### config.mk
export PLATFORM = sky130hd
export DESIGN_NAME = socr_regs
export DESIGN_NICKNAME = d
export VERILOG_FILES = /design/src/logic/socr_pkg.sv /design/src/logic/socr_regs.sv
export SDC_FILE = /design/constraint.sdc
export NUM_CORES = 1
export LEC_CHECK = 0
export ABC_AREA = 1
export BUFFER_PORTS_ARGS = -buffer_cell sky130_fd_sc_hd__buf_2
export CAP_MARGIN = 0
export CORE_MARGIN = 5
export CORE_UTILIZATION = 40
export DETAILED_ROUTE_END_ITERATION = 7
export HOLD_SLACK_MARGIN = 0.05
export PLACE_DENSITY_LB_ADDON = 0.15
export SYNTH_ARGS = -nofsm -noshare
export SYNTH_HDL_FRONTEND = slang
export SYNTH_SLANG_ARGS = --single-unit
export TNS_END_PERCENT = 20
### constraint.sdc
create_clock -name ref_clk -period 0.8 [get_ports ref_clk]
set_input_delay 0.16 -clock ref_clk [delete_from_list [all_inputs] [get_ports ref_clk]]
set_output_delay 0.16 -clock ref_clk [all_outputs]
set_load 0.05 [all_outputs]
### src/logic/socr_pkg.sv
// Constants for the serial output configuration register bank.
// Assumes a byte-wide register port decoded by the serial control port.
package socr_pkg;
  localparam logic [7:0] SOCR_ADDR_DRV_CTRL = 8'h18;
  localparam logic [7:0] SOCR_ADDR_DRV_RDBK = 8'h19;
  localparam logic [7:0] SOCR_ADDR_VERSION = 8'h1E;
  localparam logic [7:0] SOCR_DRV_CTRL_RESET = 8'h00;
  localparam int SOCR_BIT_SLVS = 0;
  localparam int SOCR_BIT_CM = 1;
  localparam int SOCR_BIT_DRIVE_LO = 2;
  localparam int SOCR_BIT_TERM = 4;
  localparam logic [1:0] SOCR_DRIVE_2P5 = 2'h0;
  localparam logic [1:0] SOCR_DRIVE_3P5 = 2'h1;
  localparam logic [1:0] SOCR_DRIVE_RSVD = 2'h2;
  localparam logic [1:0] SOCR_DRIVE_5P0 = 2'h3;
  localparam logic [1:0] SOCR_CM_1V0 = 2'h0;
  localparam logic [1:0] SOCR_CM_1V25 = 2'h1;
  localparam logic [1:0] SOCR_CM_SLVS = 2'h2;
  // Arbitrary version value, not tied to any real part.
  localparam logic [7:0] SOCR_VERSION_DEFAULT = 8'h12;
endpackage

### src/logic/socr_regs.sv
// Output driver configuration and chip version register bank.
// Assumes the serial control port presents decoded byte writes and reads.
// Behaviour
// The control register at 18h is write-only and 19h reads back its contents.
// Software writes zeros to control bits 7:5, which are reserved.
// Bit 4 enables the internal 100 ohm data output termination when one.
// Bits 3:2 set drive current 2.5, 3.5 or 5 mA, with code 10 reserved.
// In LVDS mode bit 1 selects 1.0V common mode when clear and 1.25V when set.
// In SLVS mode bit 1 is ignored and the fixed SLVS common mode is used.
// Software clears bit 1 for a 1.2V driver supply and sets it for 1.8V.
// Bit 0 selects LVDS when zero and SLVS when one.
// Register 1Eh is read-only and returns the eight-bit chip version in two nibbles.
// The control register resets to zero: LVDS, 2.5 mA, 1.0V, termination off.
`timescale 1ns/1ps
module socr_regs #(
  parameter logic [7:0] VERSION = socr_pkg::SOCR_VERSION_DEFAULT
) (
  input wire logic ref_clk,
  input wire logic rst,
  input wire logic [7:0] reg_addr,
  input wire logic [7:0] reg_wdata,
  input wire logic reg_wr,
  input wire logic reg_rd,
  output logic [7:0] reg_rdata,
  output logic term_enable,
  output logic [1:0] drive_select,
  output logic [1:0] common_mode_select,
  output logic slvs_select,
  output logic [3:0] version_major,
  output logic [3:0] version_minor
);
  import socr_pkg::*;

  // ********************************************************************
  // Control register
  // ********************************************************************
  logic [7:0] drv_ctrl_ff;
  logic [7:0] nxt_drv_ctrl;
  logic [7:0] rdata_ff;
  logic [7:0] nxt_rdata;

  always_comb begin
    nxt_drv_ctrl = drv_ctrl_ff;
    // Write-only control register.
    if (reg_wr && reg_addr == SOCR_ADDR_DRV_CTRL) begin
      nxt_drv_ctrl = reg_wdata;
    end
  end

  always_ff @(posedge ref_clk) begin
    // Reset to zero.
    if (rst) begin
      drv_ctrl_ff <= SOCR_DRV_CTRL_RESET;
    end else begin
      drv_ctrl_ff <= nxt_drv_ctrl;
    end
  end

  // ********************************************************************
  // Read path
  // ********************************************************************
  // The control address itself reads as zero because the register is write-only.
  always_comb begin
    nxt_rdata = rdata_ff;
    if (reg_rd) begin
      // Readback at 19h.
      if (reg_addr == SOCR_ADDR_DRV_RDBK) begin
        nxt_rdata = drv_ctrl_ff;
      // Version register read.
      end else if (reg_addr == SOCR_ADDR_VERSION) begin
        nxt_rdata = VERSION;
      end else begin
        nxt_rdata = 8'h00;
      end
    end
  end

  always_ff @(posedge ref_clk) begin
    if (rst) begin
      rdata_ff <= 8'h00;
    end else begin
      rdata_ff <= nxt_rdata;
    end
  end

  assign reg_rdata = rdata_ff;

  // ********************************************************************
  // Driver controls
  // ********************************************************************
  // Reserved bits 7:5 are stored and read back but steer nothing.
  // Termination enable.
  assign term_enable = drv_ctrl_ff[SOCR_BIT_TERM];
  // Drive current code, passed raw; code 10 is left to software.
  assign drive_select = drv_ctrl_ff[SOCR_BIT_DRIVE_LO +: 2];
  // Signalling standard.
  assign slvs_select = drv_ctrl_ff[SOCR_BIT_SLVS];
  // Version nibbles.
  assign version_major = VERSION[7:4];
  assign version_minor = VERSION[3:0];

  // Common mode choice, SLVS overrides.
  function automatic logic [1:0] cm_decode(input logic [7:0] ctrl);
    logic [1:0] cm;
    if (ctrl[SOCR_BIT_SLVS]) begin
      cm = SOCR_CM_SLVS;
    end else if (ctrl[SOCR_BIT_CM]) begin
      cm = SOCR_CM_1V25;
    end else begin
      cm = SOCR_CM_1V0;
    end
    return cm;
  endfunction

  // The level is decoded from the next control value, so it moves on the same edge as the
  // raw fields yet still leaves the block from a flip-flop.
  logic [1:0] cm_ff;
  logic [1:0] nxt_cm;

  // Next common mode.
  always_comb begin
    nxt_cm = cm_decode(nxt_drv_ctrl);
  end

  always_ff @(posedge ref_clk) begin
    // Reset to 1.0V.
    if (rst) begin
      cm_ff <= SOCR_CM_1V0;
    end else begin
      cm_ff <= nxt_cm;
    end
  end

  assign common_mode_select = cm_ff;

  // ********************************************************************
  // Checks
  // ********************************************************************
  // Seven of the properties take their reference from the bus inputs rather than the stored byte,
  // so a slip in the stored value or in the decode does not agree with itself.
  // Control write lands.
  a_ctrl_write: assert property (@(posedge ref_clk) disable iff (rst)
    (reg_wr && reg_addr == SOCR_ADDR_DRV_CTRL) |=> drv_ctrl_ff == $past(reg_wdata))
    else $error("Control register does not hold the written byte.");

  // Other writes ignored.
  a_ctrl_holds: assert property (@(posedge ref_clk) disable iff (rst)
    !(reg_wr && reg_addr == SOCR_ADDR_DRV_CTRL) |=> $stable(drv_ctrl_ff))
    else $error("Control register changed without a control write.");

  // Write then readback.
  a_write_readback: assert property (@(posedge ref_clk) disable iff (rst)
    (reg_wr && reg_addr == SOCR_ADDR_DRV_CTRL)
      ##1 (reg_rd && reg_addr == SOCR_ADDR_DRV_RDBK && !reg_wr)
      |=> reg_rdata == $past(reg_wdata, 2))
    else $error("Readback does not match last control write.");

  // Readback returns contents.
  a_rdbk_value: assert property (@(posedge ref_clk) disable iff (rst)
    (reg_rd && reg_addr == SOCR_ADDR_DRV_RDBK) |=> reg_rdata == $past(drv_ctrl_ff))
    else $error("Readback does not return the control register.");

  // Write-only reads zero.
  a_wo_reads_zero: assert property (@(posedge ref_clk) disable iff (rst)
    (reg_rd && reg_addr != SOCR_ADDR_DRV_RDBK && reg_addr != SOCR_ADDR_VERSION)
      |=> reg_rdata == 8'h00)
    else $error("Read of a write-only or unmapped address is not zero.");

  // Read data stands.
  a_rdata_holds: assert property (@(posedge ref_clk) disable iff (rst)
    !reg_rd |=> $stable(reg_rdata))
    else $error("Read data changed without a read.");

  // Termination follows write.
  a_term_follows: assert property (@(posedge ref_clk) disable iff (rst)
    (reg_wr && reg_addr == SOCR_ADDR_DRV_CTRL)
      |=> term_enable == $past(reg_wdata[SOCR_BIT_TERM]))
    else $error("Termination enable does not follow written bit.");

  // Controls hold between writes.
  a_outputs_hold: assert property (@(posedge ref_clk) disable iff (rst)
    !(reg_wr && reg_addr == SOCR_ADDR_DRV_CTRL)
      |=> $stable(term_enable) && $stable(drive_select) && $stable(slvs_select)
        && $stable(common_mode_select))
    else $error("Driver controls changed without a control write.");

  // Drive code follows write.
  a_drive_follows: assert property (@(posedge ref_clk) disable iff (rst)
    (reg_wr && reg_addr == SOCR_ADDR_DRV_CTRL)
      |=> drive_select == $past(reg_wdata[SOCR_BIT_DRIVE_LO +: 2]))
    else $error("Drive code does not follow written field.");

  // LVDS common mode.
  a_cm_lvds: assert property (@(posedge ref_clk) disable iff (rst)
    !slvs_select |-> common_mode_select
      == (drv_ctrl_ff[SOCR_BIT_CM] ? SOCR_CM_1V25 : SOCR_CM_1V0))
    else $error("LVDS common mode wrong.");

  // LVDS level from write.
  a_cm_lvds_write: assert property (@(posedge ref_clk) disable iff (rst)
    (reg_wr && reg_addr == SOCR_ADDR_DRV_CTRL && !reg_wdata[SOCR_BIT_SLVS])
      |=> common_mode_select == ($past(reg_wdata[SOCR_BIT_CM]) ? SOCR_CM_1V25 : SOCR_CM_1V0))
    else $error("LVDS common mode does not follow the written bit.");

  // SLVS fixed level.
  a_cm_slvs: assert property (@(posedge ref_clk) disable iff (rst)
    slvs_select |-> common_mode_select == SOCR_CM_SLVS)
    else $error("SLVS common mode not fixed.");

  // SLVS ignores select.
  a_cm_slvs_write: assert property (@(posedge ref_clk) disable iff (rst)
    (reg_wr && reg_addr == SOCR_ADDR_DRV_CTRL && reg_wdata[SOCR_BIT_SLVS])
      |=> common_mode_select == SOCR_CM_SLVS)
    else $error("SLVS write did not give the fixed common mode.");

  // Signalling follows write.
  a_slvs_follows: assert property (@(posedge ref_clk) disable iff (rst)
    (reg_wr && reg_addr == SOCR_ADDR_DRV_CTRL)
      |=> slvs_select == $past(reg_wdata[SOCR_BIT_SLVS]))
    else $error("Signalling select does not follow written bit.");

  // Version read value.
  a_version_read: assert property (@(posedge ref_clk) disable iff (rst)
    (reg_rd && reg_addr == SOCR_ADDR_VERSION) |=> reg_rdata == VERSION)
    else $error("Version read wrong.");

  // Reset clears register.
  a_reset_zero: assert property (@(posedge ref_clk)
    rst |=> drv_ctrl_ff == SOCR_DRV_CTRL_RESET && reg_rdata == 8'h00)
    else $error("Control register not zero after reset.");

  // Reset default controls.
  a_reset_outputs: assert property (@(posedge ref_clk)
    rst |=> !term_enable && drive_select == SOCR_DRIVE_2P5
      && common_mode_select == SOCR_CM_1V0 && !slvs_select)
    else $error("Driver controls not at their defaults after reset.");
endmodule

==> flow_metrics.tcl <==
set metrics [dict create \
    area_growth_pct 51.0 \
    violations "setup timing" \
    core-area_um2 1980 \
    yosysTopAreaCell "dfxtp_1" \
    rsz0062_at_grt "true" \
    drc 0 \
    dieArea_um2 3140 \
    finish.utilization_pct 64.6 \
    antenna_found_initial 0 \
    worst_path_max_delay_cell "dfxtp_4" \
    htreeDepth 1 \
    grt_max_degree 10 \
    finalCriticalPeriod_ps 971 \
    clock_skew_ps 4.16 \
    seq_power_share_pct 51.2 \
    fill_cells 161 \
    dpl.hpwl_um 1530 \
    finalSetupViolations 14 \
    crit_buf_inv 1 \
    num_rows 16 \
    r2r_slack_ps 40 \
    max-cap-violations 0 \
    initial_utilization_pct 42.8 \
    worst_slack_ps -171 \
    final_cell_mix "buf_2, nand2_1, nor2_1" \
    yosysSeqAreaShare_pct 40.1 \
    synth_area_um2 848 \
    slowest_delay_ps 380 \
    synth_cells 120 \
    synth_seq_cells 17 \
    internal-power_w 0.00119 \
    routed_via_density 4.48 \
    critPathArrivalTime_ps 810 \
    worstSetupEndpointType "primary output" \
    wl_um 2060 \
    slew_viol_final 0 \
    max_freq_mhz 1030 \
    finalWeightedCongestion 0.799 \
    clk_latency_ps 280 \
    layout.area.seq_um2 362 \
    die_y_um 56.1 \
    clockBufferDepth 2 \
    crit_path_cell_trace "buf_8" \
    power.leakage_nw 0.635 \
    grt_overflow 0 \
    num_io_pins 42 \
    worst_ep_required_time_ps 640 \
    nets 182 \
    combPwrFrac_pct 23.0 \
    synth_cell_types 18 \
    root_buffer "clkbuf_4" \
    multiInputGateArea_um2 394 \
    cts_tree "yes" \
    num_vias 842 \
    antenna_cells 0 \
    grt_pass1_wl_um 3460 \
    grt_usage_pct 13.5 \
    clk_pin_slew_ps 90 \
    p_sw_w 0.000524 \
    critical_path_class "register to primary output" \
    first_iter_violations 15 \
    yosys_warnings 0 \
    cp_max_fo 3 \
    outcome "complete, but fails checks" \
    powerDensity_nw_per_um2 1340 \
    netlist.area_leader.share_pct 40.1 \
    hold_violations 0 \
    ant_nets 0 \
    numCtsBuffers 3 \
    max-vdd-ir-drop_v 0.00117 \
    synth_area_per_cell_um2 7.07 \
    wl_per_cell_um 11.0 \
    min_path_type "input port to register" \
    final_common_cell "buf_2" \
    fin_crit_sh_pct 121 \
    layout-drive-gt1-share_pct 44.1 \
    clkPwrFrac_pct 25.8 \
    grt_pass1_vias 835 \
    drt_pass1_iterations 4 \
    die_width_um 56.1 \
    sw_frac_of_total_pct 30.5 \
    path_delay_family "flip-flops" \
    critPathLaunchType "register" \
    cts.sinks 17 \
    ys_top_cells_by_area "dfxtp_1, buf_4, nand2_1, inv_1, nor2_1" \
    whs_ps 94.4 \
    io_buffers 33 \
]
==> what timing repair did <==
| action | CTS | global route |
|---|---|---|
| gates resized for setup | 51 | 4 |
| pin swaps | 0 | 1 |
| hold buffers | 1 | 0 |
| endpoints found under the setup margin | 15 | 22 |
| endpoints found under the hold margin | 1 | 0 |
| buffers inserted | 2 | 0 |
==> cells in the mapped netlist <==
master,count
a21oi_1,9
o21ai_0,8
nand3_1,9
nand2_2,1
nand3_2,2
buf_6,1
nand4_1,2
nand2_1,19
inv_1,16
nor2_2,3
conb_1,2
nor2_4,1
a21boi_0,1
buf_4,11
nor2_1,15
clkbuf_1,2
dfxtp_1,17
nor3_1,1
==> state kept, by name, summed over array words and instances (netlist names) <==
name / count
common_mode_select: 1
reg_rdata: 8
drv_ctrl_ff: 8
==> power groups by stage <==
stage               Sequential, W  Combinational (W)  Clock, W
floorplan                0.000964           0.000195         0
global placement         0.000894           0.000344         0
detailed placement       0.000896           0.000347         0
CTS                      0.000883           0.000389  0.000462
global route             0.000883           0.000421  0.000489
finish                   0.000880           0.000396  0.000443
==> layout make-up <==
cell class,instances,share of cell area [%]
Inverter,16,5.27
Tap cell,27,2.64
Timing Repair Buffer,45,31.1
Clock buffer,4,2.05
Multi-Input combinational cell,79,30.8
Sequential cell,17,28.2
==> per-layer routing <==
metal | track usage [%] | vias up | part of all wire (%)
met4 | 3.05 | 0 | 0.63
met1 | 14.7 | 373 | 41
met5 | 0 | - | 0
li1 | - | 440 | -
met3 | 4.87 | 2 | 7.0
met2 | 24.7 | 27 | 51
==> final timing paths <==
kind / from / endpoint / cells past startpoint
worst max-delay path: drv_ctrl_ff[0] / common_mode_select[1] / 1
worst min-delay path: reg_wdata[4] / drv_ctrl_ff[4] / 3
worst max register to register: drv_ctrl_ff[0] / common_mode_select[0] / 4
worst min register to register: drv_ctrl_ff[6] / reg_rdata[6] / 2
==> through the flow <==
step | worst slack, ps | total power, W | TNS [ps] | cells | area (um2)
global placement | -300 | 0.00124 | -3300 | 181 | 1060
CTS | -175 | 0.00173 | -2170 | 188 | 1260
detailed placement | -305 | 0.00124 | -3540 | 181 | 1060
floorplan | -109 | 0.00116 | -787 | 126 | 893
finish | -171 | 0.00172 | -2020 | 188 | 1280
global route | -198 | 0.00179 | -2660 | 188 | 1280
==> kinds of logic after synthesis <==
logic type             synth area share, %
AND/OR/NAND/NOR                       29.1
buffers and inverters                 19.0
AO/OA/AOI/OAI                         10.9
flip-flops                            40.1
other                                0.885
No activity file was read; power rests on OpenSTA's default activity.
